===== src/hw/ufh_pkg.sv =====
// Register map, field positions, reset values and state types of the serial transceiver
`default_nettype none
package ufh_pkg;
	// ----------------------------------------
	// Register byte offsets
	// ----------------------------------------
	localparam int ADDR_W = 6;
	localparam logic [5:0] ADDR_CTRL1 = 6'h00;
	localparam logic [5:0] ADDR_CTRL2 = 6'h04;
	localparam logic [5:0] ADDR_CTRL3 = 6'h08;
	localparam logic [5:0] ADDR_BAUD = 6'h0c;
	localparam logic [5:0] ADDR_STATUS = 6'h10;
	localparam logic [5:0] ADDR_FLAG_CLR = 6'h14;
	localparam logic [5:0] ADDR_TXDATA = 6'h18;
	localparam logic [5:0] ADDR_RXDATA = 6'h1c;
	// ----------------------------------------
	// Field positions
	// ----------------------------------------
	localparam int C1_TRANSMITTER_ENABLE = 0;
	localparam int C1_RXEN = 1;
	localparam int C1_WL = 2;
	localparam int C1_PEN = 3;
	localparam int C1_ODD = 4;
	localparam int C1_OS8 = 5;
	localparam int C1_MP = 6;
	localparam int C1_PEIE = 7;
	localparam int C1_TCIE = 8;
	localparam int C2_STOP = 0;
	localparam int C2_CKEN = 2;
	localparam int C2_LIN = 3;
	localparam int C2_ADDR = 4;
	localparam int C3_HD = 0;
	localparam int C3_IR = 1;
	localparam int C3_SC = 2;
	localparam int ST_PE = 0;
	localparam int ST_TC = 1;
	localparam int ST_TXBE = 2;
	localparam int ST_RXNE = 3;
	localparam int ST_MUTE = 4;
	localparam int FC_PE = 0;
	localparam int FC_TC = 1;
	// ----------------------------------------
	// Reset values and encodings
	// ----------------------------------------
	localparam logic [8:0] CTRL1_RST = 9'h000;
	localparam logic [7:0] CTRL2_RST = 8'h00;
	localparam logic [2:0] CTRL3_RST = 3'h0;
	localparam logic [15:0] BAUD_RST = 16'h0001;
	localparam logic TC_RST = 1'b1;
	localparam logic TXBE_RST = 1'b1;
	localparam logic [1:0] STOP_ONE = 2'h0;
	localparam logic [1:0] STOP_ONE_HALF = 2'h1;
	localparam logic [4:0] OSR16 = 5'h10;
	localparam logic [4:0] OSR8 = 5'h08;
	localparam logic [7:0] IDLE_BITS = 8'h0a;
	localparam logic [1:0] RESP_OKAY = 2'h0;
	localparam logic [1:0] RESP_SLVERR = 2'h2;
	// ----------------------------------------
	// State types
	// ----------------------------------------
	typedef enum logic [1:0] {TX_IDLE, TX_START, TX_DATA, TX_STOP} ufh_tx_e;
	typedef enum logic [1:0] {RX_IDLE, RX_START, RX_DATA, RX_STOP} ufh_rx_e;
endpackage
`default_nettype wire


===== src/hw/ufh_top.sv =====
// Serial transceiver core: register slave, framed transmitter and half-duplex routing
//
// Register access over AXI4-Lite and the placing of the registers were chosen for this implementation.
`default_nettype none
module ufh_top (
	input wire logic clock,
	input wire logic nrst,
	input wire logic [5:0] s_axi_awaddr,
	input wire logic s_axi_awvalid,
	output logic s_axi_awready,
	input wire logic [31:0] s_axi_wdata,
	input wire logic [3:0] s_axi_wstrb,
	input wire logic s_axi_wvalid,
	output logic s_axi_wready,
	output logic [1:0] s_axi_bresp,
	output logic s_axi_bvalid,
	input wire logic s_axi_bready,
	input wire logic [5:0] s_axi_araddr,
	input wire logic s_axi_arvalid,
	output logic s_axi_arready,
	output logic [31:0] s_axi_rdata,
	output logic [1:0] s_axi_rresp,
	output logic s_axi_rvalid,
	input wire logic s_axi_rready,
	input wire logic rx_i,
	input wire logic tx_i,
	output logic tx_o,
	output logic tx_oe_n,
	output logic serial_clock_out_pin,
	output logic irq
);
	typedef struct packed {
		logic [8:0] ctrl1;
		logic [7:0] ctrl2;
		logic [2:0] ctrl3;
		logic [15:0] baud;
		logic pe;
		logic tc;
		logic txbe;
		logic rxne;
		logic [8:0] rxdata;
		logic [8:0] txbuf;
		ufh_pkg::ufh_tx_e tx_st;
		logic [8:0] sh;
		logic [3:0] bits;
		logic [5:0] tcnt;
		logic [15:0] div;
		logic tick;
		logic tx_o;
		logic tx_oe_n;
		logic ck;
		logic irq;
		logic aw_got;
		logic [5:0] awaddr;
		logic w_got;
		logic [31:0] wdata;
		logic [3:0] wstrb;
		logic bvalid;
		logic [1:0] bresp;
		logic rvalid;
		logic [31:0] rdata;
		logic [1:0] rresp;
	} ufh_top_s;
	ufh_top_s s;
	ufh_top_s next_s;
	logic rx_line;
	logic rx_valid;
	logic [8:0] rx_data;
	logic rx_perr;
	logic rx_mute;
	logic [4:0] osr;
	logic [3:0] nbits;
	logic [5:0] stop_ticks;
	logic [8:0] frame;
	logic [32:0] rd;
	logic [31:0] wv;
	logic wr;
	logic last_tick;
	logic load;
	logic hd;

	// ----------------------------------------
	// Register helpers
	// ----------------------------------------
	function automatic logic [31:0] merge(input logic [31:0] old, input logic [31:0] nw, input logic [3:0] st);
		logic [31:0] r;
		r = old;
		for (int i = 0; i < 4; i++) begin
			if (st[i]) begin
				r[8*i +: 8] = nw[8*i +: 8];
			end
		end
		return r;
	endfunction

	// Returns {error, data} for a register offset
	function automatic logic [32:0] regval(input logic [5:0] a);
		logic [32:0] r;
		r = {1'b0, 32'h0};
		if (a == ufh_pkg::ADDR_CTRL1) begin
			r[8:0] = s.ctrl1;
		end else if (a == ufh_pkg::ADDR_CTRL2) begin
			r[7:0] = s.ctrl2;
		end else if (a == ufh_pkg::ADDR_CTRL3) begin
			r[2:0] = s.ctrl3;
		end else if (a == ufh_pkg::ADDR_BAUD) begin
			r[15:0] = s.baud;
		end else if (a == ufh_pkg::ADDR_STATUS) begin
			r[ufh_pkg::ST_PE] = s.pe;
			r[ufh_pkg::ST_TC] = s.tc;
			r[ufh_pkg::ST_TXBE] = s.txbe;
			r[ufh_pkg::ST_RXNE] = s.rxne;
			r[ufh_pkg::ST_MUTE] = rx_mute;
		end else if (a == ufh_pkg::ADDR_RXDATA) begin
			r[8:0] = s.rxdata;
		end else if (a == ufh_pkg::ADDR_FLAG_CLR || a == ufh_pkg::ADDR_TXDATA) begin
			r[32] = 1'b0;
		end else begin
			r[32] = 1'b1;
		end
		return r;
	endfunction

	// ----------------------------------------
	// Receiver
	// ----------------------------------------
	assign hd = s.ctrl3[ufh_pkg::C3_HD];
	// Rx pin is ignored in half-duplex; the shared tx wire feeds the receiver
	assign rx_line = hd ? tx_i : rx_i;

	ufh_rx u_rx (
		.clock(clock),
		.nrst(nrst),
		.tick(s.tick),
		.line(rx_line),
		.rx_en(s.ctrl1[ufh_pkg::C1_RXEN]),
		.osr8(s.ctrl1[ufh_pkg::C1_OS8]),
		.word_length_select(s.ctrl1[ufh_pkg::C1_WL]),
		.parity_enable(s.ctrl1[ufh_pkg::C1_PEN]),
		.parity_odd_select(s.ctrl1[ufh_pkg::C1_ODD]),
		.mp_en(s.ctrl1[ufh_pkg::C1_MP]),
		.own_addr(s.ctrl2[ufh_pkg::C2_ADDR +: 4]),
		.valid(rx_valid),
		.data(rx_data),
		.perr(rx_perr),
		.mute(rx_mute)
	);

	// ----------------------------------------
	// Next state
	// ----------------------------------------
	always_comb begin
		next_s = s;
		osr = s.ctrl1[ufh_pkg::C1_OS8] ? ufh_pkg::OSR8 : ufh_pkg::OSR16;
		nbits = s.ctrl1[ufh_pkg::C1_WL] ? 4'h9 : 4'h8;
		if (s.ctrl2[ufh_pkg::C2_STOP +: 2] == ufh_pkg::STOP_ONE) begin
			stop_ticks = {1'b0, osr};
		end else if (s.ctrl2[ufh_pkg::C2_STOP +: 2] == ufh_pkg::STOP_ONE_HALF) begin
			stop_ticks = {1'b0, osr} + {2'h0, osr[4:1]};
		end else begin
			stop_ticks = {osr, 1'b0};
		end
		// Oversampling tick every baud+1 clocks
		next_s.tick = 1'b0;
		if (s.div >= s.baud) begin
			next_s.div = 16'h0000;
			next_s.tick = 1'b1;
		end else begin
			next_s.div = s.div + 16'h0001;
		end

		// Bus write: address and data taken in either order
		if (s_axi_awvalid && s_axi_awready) begin
			next_s.aw_got = 1'b1;
			next_s.awaddr = s_axi_awaddr;
		end
		if (s_axi_wvalid && s_axi_wready) begin
			next_s.w_got = 1'b1;
			next_s.wdata = s_axi_wdata;
			next_s.wstrb = s_axi_wstrb;
		end
		if (s.bvalid && s_axi_bready) begin
			next_s.bvalid = 1'b0;
		end
		wr = s.aw_got && s.w_got && !s.bvalid;
		rd = regval(s.awaddr);
		wv = merge(rd[31:0], s.wdata, s.wstrb);
		if (wr) begin
			next_s.aw_got = 1'b0;
			next_s.w_got = 1'b0;
			next_s.bvalid = 1'b1;
			next_s.bresp = rd[32] ? ufh_pkg::RESP_SLVERR : ufh_pkg::RESP_OKAY;
			if (s.awaddr == ufh_pkg::ADDR_CTRL1) begin
				next_s.ctrl1 = wv[8:0];
			end else if (s.awaddr == ufh_pkg::ADDR_CTRL2) begin
				next_s.ctrl2 = wv[7:0];
			end else if (s.awaddr == ufh_pkg::ADDR_CTRL3) begin
				next_s.ctrl3 = wv[2:0];
			end else if (s.awaddr == ufh_pkg::ADDR_BAUD) begin
				next_s.baud = wv[15:0];
			end else if (s.awaddr == ufh_pkg::ADDR_FLAG_CLR) begin
				if (s.wstrb[0] && s.wdata[ufh_pkg::FC_PE]) begin
					next_s.pe = 1'b0;
				end
				if (s.wstrb[0] && s.wdata[ufh_pkg::FC_TC]) begin
					next_s.tc = 1'b0;
				end
			end else if (s.awaddr == ufh_pkg::ADDR_TXDATA) begin
				// A write while the buffer is full overwrites the pending word
				next_s.txbuf = wv[8:0];
				next_s.txbe = 1'b0;
				next_s.tc = 1'b0;
			end
		end

		// Bus read; reading received data frees its buffer
		if (s.rvalid && s_axi_rready) begin
			next_s.rvalid = 1'b0;
		end
		if (s_axi_arvalid && s_axi_arready) begin
			rd = regval(s_axi_araddr);
			next_s.rvalid = 1'b1;
			next_s.rdata = rd[31:0];
			next_s.rresp = rd[32] ? ufh_pkg::RESP_SLVERR : ufh_pkg::RESP_OKAY;
			if (s_axi_araddr == ufh_pkg::ADDR_RXDATA) begin
				next_s.rxne = 1'b0;
			end
		end
		// Hardware sets come after clears so a coinciding event wins
		if (rx_valid) begin
			next_s.rxdata = rx_data;
			next_s.rxne = 1'b1;
			if (rx_perr) begin
				next_s.pe = 1'b1;
			end
		end

		// Frame build; parity sits in the top character bit
		frame = s.txbuf & (s.ctrl1[ufh_pkg::C1_WL] ? 9'h1ff : 9'h0ff);
		if (s.ctrl1[ufh_pkg::C1_PEN]) begin
			if (s.ctrl1[ufh_pkg::C1_WL]) begin
				frame[8] = (^s.txbuf[7:0]) ^ s.ctrl1[ufh_pkg::C1_ODD];
			end else begin
				frame[7] = (^s.txbuf[6:0]) ^ s.ctrl1[ufh_pkg::C1_ODD];
			end
		end

		// Transmitter, stepped on oversampling ticks
		last_tick = 1'b0;
		load = 1'b0;
		if (!s.ctrl1[ufh_pkg::C1_TRANSMITTER_ENABLE]) begin
			next_s.tx_st = ufh_pkg::TX_IDLE;
		end else if (s.tick) begin
			case (s.tx_st)
				ufh_pkg::TX_IDLE: begin
					load = !s.txbe;
				end
				ufh_pkg::TX_START: begin
					last_tick = s.tcnt == {1'b0, osr} - 6'h01;
					if (last_tick) begin
						next_s.tx_st = ufh_pkg::TX_DATA;
					end
				end
				ufh_pkg::TX_DATA: begin
					last_tick = s.tcnt == {1'b0, osr} - 6'h01;
					if (last_tick) begin
						next_s.sh = {1'b1, s.sh[8:1]};
						next_s.bits = s.bits + 4'h1;
						if (s.bits == nbits - 4'h1) begin
							next_s.tx_st = ufh_pkg::TX_STOP;
						end
					end
				end
				default: begin
					last_tick = s.tcnt == stop_ticks - 6'h01;
					if (last_tick) begin
						next_s.tx_st = ufh_pkg::TX_IDLE;
						if (s.txbe) begin
							next_s.tc = 1'b1;
						end else begin
							load = 1'b1;
						end
					end
				end
			endcase
			next_s.tcnt = last_tick ? 6'h00 : s.tcnt + 6'h01;
		end
		if (load) begin
			// Buffered word moves to the shifter; buffer free again
			next_s.sh = frame;
			// A word written in this very cycle stays pending for the next frame
			next_s.txbe = !(wr && s.awaddr == ufh_pkg::ADDR_TXDATA);
			next_s.bits = 4'h0;
			next_s.tcnt = 6'h00;
			next_s.tx_st = ufh_pkg::TX_START;
		end

		// Line level: low start, data, high stop and idle
		case (next_s.tx_st)
			ufh_pkg::TX_START: next_s.tx_o = 1'b0;
			ufh_pkg::TX_DATA: next_s.tx_o = next_s.sh[0];
			default: next_s.tx_o = 1'b1;
		endcase
		// Open drain in half-duplex: only ever pull low, release for high
		next_s.tx_oe_n = hd ? next_s.tx_o : 1'b0;
		if (hd) begin
			next_s.tx_o = 1'b0;
		end
		// Clock pulse in the second half of each data bit
		next_s.ck = s.ctrl2[ufh_pkg::C2_CKEN] && next_s.tx_st == ufh_pkg::TX_DATA
			&& next_s.tcnt >= {2'h0, osr[4:1]};
		next_s.irq = (next_s.pe && s.ctrl1[ufh_pkg::C1_PEIE])
			|| (next_s.tc && s.ctrl1[ufh_pkg::C1_TCIE]);
	end

	// ----------------------------------------
	// State register
	// ----------------------------------------
	always_ff @(posedge clock) begin
		if (!nrst) begin
			s <= '0;
			s.ctrl1 <= ufh_pkg::CTRL1_RST;
			s.ctrl2 <= ufh_pkg::CTRL2_RST;
			s.ctrl3 <= ufh_pkg::CTRL3_RST;
			s.baud <= ufh_pkg::BAUD_RST;
			s.tc <= ufh_pkg::TC_RST;
			s.txbe <= ufh_pkg::TXBE_RST;
			s.tx_o <= 1'b1;
		end else begin
			s <= next_s;
		end
	end

	// ----------------------------------------
	// Outputs
	// ----------------------------------------
	// One write and one read in flight at a time
	assign s_axi_awready = !s.aw_got && !s.bvalid;
	assign s_axi_wready = !s.w_got && !s.bvalid;
	assign s_axi_bvalid = s.bvalid;
	assign s_axi_bresp = s.bresp;
	assign s_axi_arready = !s.rvalid;
	assign s_axi_rvalid = s.rvalid;
	assign s_axi_rdata = s.rdata;
	assign s_axi_rresp = s.rresp;
	assign tx_o = s.tx_o;
	assign tx_oe_n = s.tx_oe_n;
	assign serial_clock_out_pin = s.ck;
	assign irq = s.irq;
endmodule // ufh_top
`default_nettype wire


===== src/hw/ufh_rx.sv =====
// Oversampling receiver with parity check and multiprocessor mute
`default_nettype none
module ufh_rx (
	input wire logic clock,
	input wire logic nrst,
	input wire logic tick,
	input wire logic line,
	input wire logic rx_en,
	input wire logic osr8,
	input wire logic word_length_select,
	input wire logic parity_enable,
	input wire logic parity_odd_select,
	input wire logic mp_en,
	input wire logic [3:0] own_addr,
	output logic valid,
	output logic [8:0] data,
	output logic perr,
	output logic mute
);
	typedef struct packed {
		ufh_pkg::ufh_rx_e st;
		logic [4:0] cnt;
		logic [3:0] bits;
		logic [8:0] sh;
		logic [7:0] idle;
		logic mute;
		logic valid;
		logic [8:0] data;
		logic perr;
	} ufh_rx_s;
	ufh_rx_s s;
	ufh_rx_s next_s;
	logic [4:0] osr;
	logic [3:0] nbits;
	logic [8:0] chr;
	logic [7:0] idle_lim;
	logic mute_n;

	// ----------------------------------------
	// Frame recovery
	// ----------------------------------------
	always_comb begin
		next_s = s;
		next_s.valid = 1'b0;
		next_s.perr = 1'b0;
		osr = osr8 ? ufh_pkg::OSR8 : ufh_pkg::OSR16;
		nbits = word_length_select ? 4'h9 : 4'h8;
		idle_lim = 8'(ufh_pkg::IDLE_BITS * {3'h0, osr}) - 8'h01;
		chr = word_length_select ? s.sh : {1'b0, s.sh[8:1]};
		mute_n = s.mute;
		if (!mp_en) begin
			next_s.mute = 1'b0;
		end
		if (!rx_en) begin
			next_s.st = ufh_pkg::RX_IDLE;
			next_s.cnt = 5'h00;
		end else if (tick) begin
			case (s.st)
				ufh_pkg::RX_IDLE: begin
					next_s.cnt = 5'h00;
					if (!line) begin
						next_s.st = ufh_pkg::RX_START;
						next_s.idle = 8'h00;
					end else if (s.idle >= idle_lim) begin
						next_s.mute = 1'b0;
					end else begin
						next_s.idle = s.idle + 8'h01;
					end
				end
				ufh_pkg::RX_START: begin
					if (s.cnt == (osr >> 1) - 5'h01) begin
						next_s.cnt = 5'h00;
						next_s.bits = 4'h0;
						next_s.st = line ? ufh_pkg::RX_IDLE : ufh_pkg::RX_DATA;
					end else begin
						next_s.cnt = s.cnt + 5'h01;
					end
				end
				ufh_pkg::RX_DATA: begin
					if (s.cnt == osr - 5'h01) begin
						next_s.cnt = 5'h00;
						next_s.sh = {line, s.sh[8:1]};
						next_s.bits = s.bits + 4'h1;
						if (s.bits == nbits - 4'h1) begin
							next_s.st = ufh_pkg::RX_STOP;
						end
					end else begin
						next_s.cnt = s.cnt + 5'h01;
					end
				end
				default: begin
					if (s.cnt == osr - 5'h01) begin
						next_s.st = ufh_pkg::RX_IDLE;
						next_s.cnt = 5'h00;
						// Address mark is the character's top bit
						if (mp_en && s.sh[8]) begin
							mute_n = chr[3:0] != own_addr;
						end
						next_s.mute = mp_en && mute_n;
						if (!next_s.mute) begin
							next_s.valid = 1'b1;
							next_s.data = chr;
							next_s.perr = parity_enable && ((^chr) ^ parity_odd_select);
						end
					end else begin
						next_s.cnt = s.cnt + 5'h01;
					end
				end
			endcase
		end
	end

	always_ff @(posedge clock) begin
		if (!nrst) begin
			s <= '0;
		end else begin
			s <= next_s;
		end
	end

	assign valid = s.valid;
	assign data = s.data;
	assign perr = s.perr;
	assign mute = s.mute;
endmodule // ufh_rx
`default_nettype wire


===== config.mk =====
export PLATFORM = sky130hd
export DESIGN_NAME = ufh_top
export DESIGN_NICKNAME = d
export VERILOG_FILES = /design/src/hw/ufh_pkg.sv /design/src/hw/ufh_top.sv /design/src/hw/ufh_rx.sv
export SDC_FILE = /design/constraint.sdc
export NUM_CORES = 1
export LEC_CHECK = 0
export BUFFER_PORTS_ARGS = -buffer_cell sky130_fd_sc_hd__buf_2
export CAP_MARGIN = 20
export CORE_MARGIN = 8
export CORE_UTILIZATION = 44
export CTS_CLUSTER_DIAMETER = 80
export DETAILED_ROUTE_END_ITERATION = 7
export GPL_ROUTABILITY_DRIVEN = 0
export PLACE_DENSITY = 0.7
export SETUP_SLACK_MARGIN = 0.4
export SLEW_MARGIN = 5
export SYNTH_ARGS = -nofsm -noshare
export SYNTH_HDL_FRONTEND = slang
export SYNTH_SLANG_ARGS = --single-unit

===== constraint.sdc =====
create_clock -name clock -period 9 [get_ports clock]
set_clock_uncertainty 0.2 [all_clocks]
set_input_delay 1.8 -clock clock [delete_from_list [all_inputs] [get_ports clock]]
set_output_delay 1.8 -clock clock [all_outputs]
set_load 0.01 [all_outputs]

==> results of run 1 <==
cell families (layout without fill, tap and decap cells):
group,count (synthesis),after routing
other,1,18
xor gates and xnor gates,51,51
and+or+nand+nor,418,418
adders and majority gates,38,38
DFF,186,186
buffers and inverters,132,145
AOI/OAI and AO/OA,224,224
muxes,75,75
flip-flops by register name, summed over array words and instances (netlist names):
name / count
tx_oe_n: 1
hd: 1
u_rx.data: 9
u_rx.mute: 1
s_axi_bresp: 1
u_rx.perr: 1
u_rx.valid: 1
s_axi_bvalid: 1
s_axi_rdata: 16
u_rx.s: 28
s: 121
s_axi_rvalid: 1
tx_o: 1
s_axi_rresp: 1
irq: 1
serial_clock_out_pin: 1
final cells by class:
class,count,area [sq um],share of cell area (%)
multi-input combinational,824,5150,49.6
inverter,40,153,1.47
clock buffer,20,457,4.39
tap,275,344,3.31
sequential,186,3720,35.8
timing repair buffer,73,385,3.71
clock inverter,12,178,1.71
per-stage QoR:
step / util, % / std cells / cell area (sq um) / total power, W / setup WS [ps]
2_1_floorplan: - / 1142 / 9560 / 0.00102 / 5580
6_report: 49.3 / 1430 / 10400 / 0.00185 / 5270
4_1_cts: 49.3 / 1430 / 10400 / 0.00186 / 5330
3_3_place_gp: 46.3 / 1398 / 9760 / 0.00106 / 4870
3_5_place_dp: 46.3 / 1398 / 9760 / 0.00106 / 4890
5_1_grt: 49.3 / 1430 / 10400 / 0.00193 / 5080
power by group through the flow:
stage | logic, W | clock network, W | registers, W
floorplan | 0.000145 | 0 | 0.000872
global placement | 0.000173 | 0 | 0.000889
detailed placement | 0.000175 | 0 | 0.000889
CTS | 0.000176 | 0.000817 | 0.000870
global route | 0.000199 | 0.000855 | 0.000874
finish | 0.000176 | 0.000803 | 0.000870
per-layer routing:
layer	part of all wire, %	track usage [%]
met1	46	23.4
met2	45	27.6
met3	7.0	4.68
met4	1.5	4.88
met5	0	0
worst max-delay path by stage:
stage | depth (start not counted) | start | slack (ps) | endpoint
4_1_cts | 11 | s[166]$_SDFFE_PN0P_ | 5330 | serial_clock_out_pin$_SDFF_PN0_
2_1_floorplan | 6 | tx_i | 5580 | u_rx.s[19]$_SDFFE_PN0P_
5_1_grt | 11 | s[166]$_SDFFE_PN0P_ | 5080 | serial_clock_out_pin$_SDFF_PN0_
6_report | 8 | s_axi_araddr[3] | 5270 | s_axi_rdata[8]$_SDFFE_PN0P_
3_3_place_gp | 5 | nrst | 4870 | irq$_SDFF_PN0_
3_5_place_dp | 5 | nrst | 4890 | irq$_SDFF_PN0_
placed cells by master (no fill, tap or decap), types with 5 or more instances in the layout:
cell and count:
nor2_1 171, a31oi_1 9, buf_4 8, or3_1 6, a21oi_1 81, a22oi_1 14, mux2i_1 64, buf_2 65
nand2_1 116, nor2b_1 9, nor3_1 23, mux2_2 7, inv_6 5, xor2_1 20, inv_1 38, nand4_1 8
a21o_1 8, and3_1 13, o21ai_0 28, clkbuf_16 17, conb_1 18, a222oi_1 5, ha_1 38, nor4_1 6
dfxtp_1 186, nand3_1 35, and2_1 7, a211oi_1 35, nand2b_1 10, xnor2_1 30, a22o_1 6
critical path: cells and delay by family:
kind / cells / cell delay, ps
AND/OR/NAND/NOR: 3 / 1270
AO/OA/AOI/OAI: 4 / 500
buffers and inverters: 1 / 310
==> metrics.md, run 1 <==
| Metric | Value |
|---|---|
| P per Cell Area | `178 nW/um^2` |
| XOR/XNOR Fraction of Synth Area | `4.85%` |
| Largest net degree at the start of global routing | `97` |
| Rel. slew slack | `28.4%` |
| Hold path endpoint | `s[50]$_SDFFE_PN0P_` |
| Residual DRC count | `0` |
| Count leader, synth | `dfxtp_1` |
| Actual slew at the worst max-slew pin | `1070 ps` |
| Crit path required time | `9150 ps` |
| Root buffer cell | `clkbuf_16` |
| Hold depth | `2` |
| Most used cell, CP | `a21oi_1` |
| Total CTS buffers | `17` |
| First-pass GRT wire length | `38000 um` |
| NetSw | `0.000475 W` |
| Die height | `163 um` |
| Die X | `163 um` |
| Clk sinks | `186` |
| Crit path cell chain | `buf_2 -> nand2_1 -> nor2_1 -> a21oi_1 -> a21oi_1 -> a21oi_1 -> or3_1 -> a21oi_1` |
| Hold-fix buffers, CTS | `0` |
| Switch share | `25.7%` |
| Top post-synthesis cells by count | `186 x dfxtp_1, 171 x nor2_1, 116 x nand2_1, 81 x a21oi_1, 64 x mux2i_1` |
| Port buffer count | `65` |
| Largest family of logic cells by synthesized area | `simple AND/OR/NAND/NOR gates` |
| Reg-to-reg endpoint | `serial_clock_out_pin$_SDFF_PN0_` |
| Crit path largest cell delay | `650 ps` |
| Ys Warns | `0` |
| Worst hold slack | `258 ps` |
| Setup bufs post-CTS | `0` |
| RSZ-0062 raised after global routing | `false` |
| Max Freq | `268 MHz` |
| Drt wl/cell | `16.4 um` |
| Final hold violations | `0` |
| Max-cap violations | `0` |
| Drt first pass iters | `7` |
| DR iter-0 viols | `673` |
| Grt ovf | `0` |
| Synth Area per Inst | `8.44 sq um` |
| Clock buffer depth | `2` |
| Status | `finished clean` |
| Post-synthesis sequential area ratio | `39.2%` |
| Starting Density | `45.1%` |
| Crit path kind | `primary input to flip-flop` |
| Fill count | `2049` |
| Slowest CP cell | `nor2_1` |
| Syn-to-layout area delta | `9.42%` |
| Min-delay worst type | `flip-flop to flip-flop` |
| Share of layout cells above drive strength 1 | `11.8%` |
| Hpwl dp | `17000 um` |
| Antenna cells | `0` |
| Post_cts resized | `0` |
| CP arrival | `3880 ps` |
| Most used DFF post-synth | `dfxtp_1` |
| Register-to-register setup slack | `5320 ps` |
| Type of origin of the critical path | `primary input` |
| WL final | `23500 um` |
| Adder-Cell Fraction of Synth Area | `5.00%` |
| Worst-path fanout max | `17` |
| Clk network pwr share | `43.4%` |
| Synth Area in Compound Gates | `15.8%` |
| Tot GR Track Use | `17.6%` |
| Vias/cell | `5.50` |
| Post-synthesis cell area | `9500 sq um` |
| Post-synthesis mux area share | `8.43%` |
| Post-synth top area share | `39.2%` |
| Worst reg-to-reg path cell count | `11` |
| Worst Setup End Kind | `flip-flop` |
| CTS tree | `built` |
| Antenna viol nets, final | `0` |
| Synth Register Bits | `186` |
| Synth Instances | `1125` |
| Antenna violations before repair | `0` |
| Hold path start | `s[50]$_SDFFE_PN0P_` |
| Reg2reg start | `s[166]$_SDFFE_PN0P_` |
| Die ar. | `26500 sq um` |
| Comb power frac | `9.5%` |
| Post-synth cell types | `70` |
| Post-Synth Simple-Gate Area | `19.5%` |
| Internal power | `0.00137 W` |
| EDFF count, synth | `0` |
| Vias in the first global route | `7324` |
| Clk_lat worst skew | `430 ps` |
| Synth top area cells | `dfxtp_1 39%, nor2_1 6.8%, mux2i_1 6.7%` |
| Leak | `3.85 nW` |
| Async SR Flop Fraction | `0%` |
| Final setup viols | `0` |
| Setup TNS | `0 ps` |
| Fin crit share | `41.4%` |
| Placeable Area | `21100 sq um` |
| Post-layout min period | `3730 ps` |
| Ports | `102` |
| Clk slew on worst S/H paths | `70 ps` |
| Total number of vias | `7861` |
| Final slew viol count | `0` |
| Sequential group share of total power | `47.0%` |
| IR drop worst, VDD | `0.120 mV` |
| Total Nets Final | `1237` |
| Synth area leader | `dfxtp_1` |
| CTS H-tree lvls | `4` |
| Rows | `53` |
No activity file was read; power rests on OpenSTA's default activity.
==> run 2: changes to the inputs <==
PLACE_DENSITY = 0.72   (was 0.7)
clock period = 3.3 ns   (was 9 ns; I/O delays follow)
==> run 2 against run 1 <==
Effect of this change:
- critical path depth is 5 higher
- die area stayed put
- total power grew to 2.6 times the previous value
- non-clock buffer count is 29 higher
- critical path type is now flip-flop to flip-flop
- critical endpoint is now serial_clock_out_pin$_SDFF_PN0_
- largest cell class unchanged
- highest routed layer unchanged
==> metrics.md, run 2 (synthesized netlist as in run 1, its figures left out) <==
| Metric | Value |
|---|---|
| Crit path kind | `flip-flop to flip-flop` |
| Hold depth | `2 (unchanged)` |
| Commonest non-fill, non-tap cells in the layout | `179 x dfxtp_1, 169 x nor2_1, 116 x nand2_1` |
| Register-to-register setup slack | `350 ps (-4970 ps)` |
| Worst Setup End Kind | `flip-flop` |
| Max Freq | `339 MHz` |
| Clk slew on worst S/H paths | `70 ps (about the same)` |
| Finished Cell Area | `10700 sq um (+3.4%)` |
| Hold path endpoint | `s_axi_rvalid$_SDFFE_PN0P_` |
| Clk_lat worst skew | `440 ps (about the same)` |
| Commonest non-fill, non-tap cell in the layout | `dfxtp_1` |
| Ports | `102 (unchanged)` |
| Grt ovf | `0 (unchanged)` |
| Rel. slew slack | `51.4% (+23 points)` |
| Pwr Total | `0.00484 W (+160%)` |
| Port buffer count | `65 (unchanged)` |
| Final setup viols | `0 (unchanged)` |
| Dpl cell area | `10000 sq um (+2.4%)` |
| Hpwl dp | `17700 um (+3.9%)` |
| Clk sinks | `186 (unchanged)` |
| Vias/cell | `5.55 (+0.89%)` |
| Antenna viol nets, final | `0 (unchanged)` |
| Final hold violations | `0 (unchanged)` |
| Largest net degree at the start of global routing | `45 (-54%)` |
| Max-cap violations | `0 (unchanged)` |
| Setup TNS | `0 ps (unchanged)` |
| Type of origin of the critical path | `flip-flop` |
| Die ar. | `26500 sq um (unchanged)` |
| Hold-fix buffers, CTS | `0 (unchanged)` |
| Clock buffer depth | `2 (unchanged)` |
| Core Util, Final | `51.0% (+1.7 points)` |
| IR drop worst, VDD | `0.365 mV (+210%)` |
| Max reg flops | `121 (unchanged)` |
| Residual DRC count | `0 (unchanged)` |
| Biggest register | `s` |
| CTS H-tree lvls | `4 (unchanged)` |
| CP arrival | `3120 ps (-760 ps)` |
| Tot GR Track Use | `18.6% (+0.96 points)` |
| Antenna cells | `0 (unchanged)` |
| Total number of vias | `8086 (+2.9%)` |
| Rows | `53 (unchanged)` |
| First-pass GRT wire length | `40200 um (+5.9%)` |
| Die height | `163 um (unchanged)` |
| Reg-to-reg endpoint | `serial_clock_out_pin$_SDFF_PN0_` |
| Worst-path fanout max | `4 (-13)` |
| Drt first pass iters | `7 (unchanged)` |
| Post-layout min period | `2950 ps` |
| Antenna violations before repair | `0 (unchanged)` |
| Min-delay worst type | `primary input to flip-flop` |
| Reg2reg start | `s[178]$_SDFFE_PN0P_` |
| Total CTS buffers | `17 (unchanged)` |
| DR iter-0 viols | `685 (+1.8%)` |
| Worst reg-to-reg path cell count | `13 (+2)` |
| Root buffer cell | `clkbuf_16` |
| Syn-to-layout area delta | `13.1%` |
| Total Nets Final | `1266 (+2.3%)` |
| Drt wl/cell | `16.8 um (+1.9%)` |
| Leak | `3.99 nW (+3.7%)` |
| Die X | `163 um (unchanged)` |
| CTS tree | `built` |
| P per Cell Area | `451 nW/um^2 (+150%)` |
| Hold path start | `s_axi_rready` |
| Fin crit share | `89.3%` |
| Share of layout cells above drive strength 1 | `16.1% (+4.4 points)` |
| Crit path required time | `3470 ps (-5680 ps)` |
| Actual slew at the worst max-slew pin | `709 ps (-356 ps)` |
| Cell Count, Final, Fillers Out | `1458 (+2.0%)` |
| WL final | `24400 um (+3.9%)` |
| Placeable Area | `21100 sq um (unchanged)` |
| RSZ-0062 raised after global routing | `true` |
| Final slew viol count | `0 (unchanged)` |
| Vias in the first global route | `7869 (+7.4%)` |
| Status | `finished clean` |
| Starting Density | `45.1% (unchanged)` |
| Post-Place Cells | `1417 (+1.4%)` |
[run 2: cell types whose count changed in the layout (fill, tap and decap cells not counted), moves of 2 or more]
cell	previous run	this run
buf_6	0	2
a21oi_1	81	79
nor2_1	171	169
dfxtp_2	0	4
ha_1	38	34
dfxtp_1	186	179
ha_4	0	4
buf_4	8	34
nand3_1	35	32
bufinv_16	3	0
nor2_2	1	3
nand3_2	0	3
dfxtp_4	0	3
[run 2: final cells by class]
class                           instances  area, sq um
Clock buffer                           19          453
Tap cell                              275          344
Sequential cell                       186         3740
Inverter                               40          155
Clock inverter                         12          104
Multi-Input combinational cell        824         5330
Timing Repair Buffer                  102          623
Fill cell                            1982        10300
[run 2: metrics by stage]
| stage | setup WS, ps | hold slack, ps |
|---|---|---|
| floorplan | 335 | 232 |
| global placement | 172 | 241 |
| detailed placement | 104 | 247 |
| CTS | 308 | 203 |
| global route | 267 | 204 |
| finish | 352 | 216 |
[run 2: layer usage]
layer,share of wire (%),GRT usage [%]
met5,0,0
met4,2.2,5.55
met3,6.3,4.63
met2,46,30.2
met1,45,23.9
[run 2: power by group]
group	total (W)	internal, W	switching, W	leakage [nW]
clock	0.00196	0.00103	0.000936	0.271
sequential	0.00236	0.00230	0.0000608	1.51
combinational	0.000524	0.000209	0.000315	2.21
total	0.00484	0.00353	0.00131	3.99
[run 2: timing repair]
item	in CTS	in global routing
setup buffers	9	1
setup endpoints to repair	3	27
pin swaps	10	8
resized for setup	14	10
[run 2: worst max-delay path by stage]
stage / from / to / slack [ps] / depth (start not counted)
global placement: s[103]$_SDFF_PN0_ / serial_clock_out_pin$_SDFF_PN0_ / 170 / 13
finish: s[178]$_SDFFE_PN0P_ / serial_clock_out_pin$_SDFF_PN0_ / 350 / 13
floorplan: s[178]$_SDFFE_PN0P_ / serial_clock_out_pin$_SDFF_PN0_ / 340 / 14
CTS: s[178]$_SDFFE_PN0P_ / serial_clock_out_pin$_SDFF_PN0_ / 310 / 13
detailed placement: s[103]$_SDFF_PN0_ / serial_clock_out_pin$_SDFF_PN0_ / 100 / 13
global route: s[178]$_SDFFE_PN0P_ / serial_clock_out_pin$_SDFF_PN0_ / 270 / 14
[run 2: critical path, stage by stage (launching register included)]
cell      delay [ps]
dfxtp_4          370
inv_4             70
ha_4             120
xnor3_1          380
nand2_1          130
a21oi_4           60
a31oi_4          220
and2_4           180
a21oi_1           60
or3_4            350
ha_4             280
nand3_2           60
o221ai_2         160
o2111a_1         220
==> run 3: changes to the inputs <==
CORE_UTILIZATION = 46   (was 44)
PLACE_DENSITY = 0.74   (was 0.72)
==> run 3 against run 2 <==
Effect of this change:
- count of clock-buffer cells in the layout shrank 1
- critical path depth decreased by 1
- hold slack got worse by 1.1 ps
- design area is 0.28% higher
- die area down 3.9%
- largest cell class unchanged
- flip-flop and latch count unchanged
- sequential power about the same
- global-route usage up 0.066 points
==> metrics.md, run 3 (synthesized netlist as in run 1, its figures left out) <==
| Metric | Value |
|---|---|
| Rel. slew slack | `51.5% (+0.15 points)` |
| Footprint of the multi-input gates | `5310 sq um (-0.38%)` |
| Clock buffer depth | `2 (unchanged)` |
| Final slew viol count | `0 (unchanged)` |
| P per Cell Area | `450 nW/um^2 (about the same)` |
| Max Freq | `328 MHz (-3.2%)` |
| Drt wl/cell | `16.6 um (-1.1%)` |
| Crit path required time | `3420 ps (-50 ps)` |
| Port buffer count | `65 (unchanged)` |
| Worst Setup End Kind | `flip-flop` |
| Antenna cells | `0 (unchanged)` |
| Rows | `52 (-1.9%)` |
| Commonest non-fill, non-tap cell in the layout | `dfxtp_1` |
| Final hold violations | `0 (unchanged)` |
| Sequential cell area | `3740 sq um (+0.10%)` |
| Starting Density | `47.0% (+1.9 points)` |
| Leak | `4.01 nW (+0.53%)` |
| Clk_lat worst skew | `440 ps (about the same)` |
| IR drop worst, VDD | `0.373 mV (+2.0%)` |
| Biggest register | `s` |
| Type of origin of the critical path | `flip-flop` |
| Die ar. | `25500 sq um (-3.9%)` |
| Syn-to-layout area delta | `13.4%` |
| CP arrival | `3170 ps (+50 ps)` |
| Tot GR Track Use | `18.6% (+0.066 points)` |
| Die X | `160 um (-2.0%)` |
| Ports | `102 (unchanged)` |
| DR iter-0 viols | `749 (+9.3%)` |
| CTS H-tree lvls | `4 (unchanged)` |
| Largest net degree at the start of global routing | `59 (+31%)` |
| Total number of vias | `8067 (-0.23%)` |
| WL final | `24100 um (-1.3%)` |
| Max-cap violations | `0 (unchanged)` |
| RSZ-0062 raised after global routing | `true` |
| Antenna viol nets, final | `0 (unchanged)` |
| Crit path kind | `flip-flop to flip-flop` |
| Vias/cell | `5.54 (about the same)` |
| Drt first pass iters | `6 (-1)` |
| Crit path cell chain | `inv_4 -> ha_4 -> xor2_4 -> buf_6 -> o31ai_4 -> nand3_2 -> a211oi_4 -> nor2_1 -> ha_1 -> a21oi_2 -> o221ai_2 -> o2111a_1` |
| Residual DRC count | `0 (unchanged)` |
| First-pass GRT wire length | `39100 um (-2.6%)` |
| Fin crit share | `92.3% (+2.9 points)` |
| Vias in the first global route | `7675 (-2.5%)` |
| Commonest non-fill, non-tap cells in the layout | `180 x dfxtp_1, 171 x nor2_1, 116 x nand2_1` |
| Worst-path fanout max | `4 (unchanged)` |
| Share of layout cells above drive strength 1 | `16.1% (-0.041 points)` |
| Final setup viols | `0 (unchanged)` |
| Pwr Total | `0.00485 W (+0.18%)` |
| Min-delay worst type | `primary input to flip-flop` |
| Root buffer cell | `clkbuf_16` |
| Crit path largest cell delay | `370 ps (about the same)` |
| Antenna violations before repair | `1 (+1)` |
| Total Nets Final | `1269 (+0.24%)` |
| Max reg flops | `121 (unchanged)` |
| Status | `finished clean` |
| Post-layout min period | `3040 ps (+96.5 ps)` |
| Finished Cell Area | `10800 sq um (+0.28%)` |
| Slowest CP cell | `dfxtp_4` |
| Total CTS buffers | `17 (unchanged)` |
| Actual slew at the worst max-slew pin | `726 ps (+16.2 ps)` |
| Placeable Area | `20200 sq um (-4.0%)` |
| Dpl cell area | `10000 sq um (about the same)` |
| Fill count | `1857 (-6.3%)` |
| CTS tree | `built` |
| Clk sinks | `186 (unchanged)` |
| Grt ovf | `0 (unchanged)` |
| Die height | `160 um (-2.0%)` |
| Hpwl dp | `17600 um (-0.53%)` |
| Clk slew on worst S/H paths | `70 ps (about the same)` |
| Setup TNS | `0 ps (unchanged)` |
## run 3: path summary, 6_finish.rpt
kind	from	end	slack, ps	cells past startpoint
max	s[178]$_SDFFE_PN0P_	serial_clock_out_pin$_SDFF_PN0_	260	12
min	s_axi_rready	s_axi_rvalid$_SDFFE_PN0P_	220	2
max reg2reg	s[178]$_SDFFE_PN0P_	serial_clock_out_pin$_SDFF_PN0_	260	12
min reg2reg	s[87]$_SDFF_PP0_	s[87]$_SDFF_PP0_	250	1
## run 3: final cells by class
class	count	area share [%]
multi-input cells	824	49.2
flip-flops and latches	186	34.7
repair buffers	105	6.19
clock buffers	18	3.98
well taps	270	3.14
inverters	40	1.44
clock inverters	13	1.27
## run 3: critical path: cells and delay by family (launching register included)
kind,cells,cell delay [ps]
AO/OA/AOI/OAI,5,1160
XOR/XNOR,1,180
flip-flops,1,370
adder cells (fa/ha/maj),2,570
buffers and inverters,2,180
AND/OR/NAND/NOR,2,270
## run 3: layer usage
| layer | part of all wire [%] | track usage, % | vias up |
|---|---|---|---|
| met5 | 0.054 | 0 | - |
| met4 | 2.2 | 6.52 | 2 |
| met3 | 7.1 | 4.86 | 44 |
| met2 | 47 | 30.5 | 312 |
| met1 | 44 | 23.4 | 3740 |
| li1 | - | - | 3969 |
## run 3: what timing repair did
action	CTS	global route
gates resized for setup	16	6
hold buffers	0	0
setup buffers	11	4
pin swaps	10	11
setup endpoints to repair	6	22
gates cloned	0	0
## run 3: through the flow
stage	hold WS [ps]	worst slack, ps	utilization, %	std cells
floorplan	232	335	-	1142
global placement	240	178	49.4	1410
detailed placement	248	82.3	49.4	1410
CTS	209	268	53.0	1452
global route	220	170	53.3	1456
finish	215	255	53.3	1456
## run 3: report_power, final
group / internal [W] / switching (W) / total, W
combinational: 0.000211 / 0.000311 / 0.000523
clock: 0.000999 / 0.000972 / 0.00197
sequential: 0.00229 / 0.0000629 / 0.00236
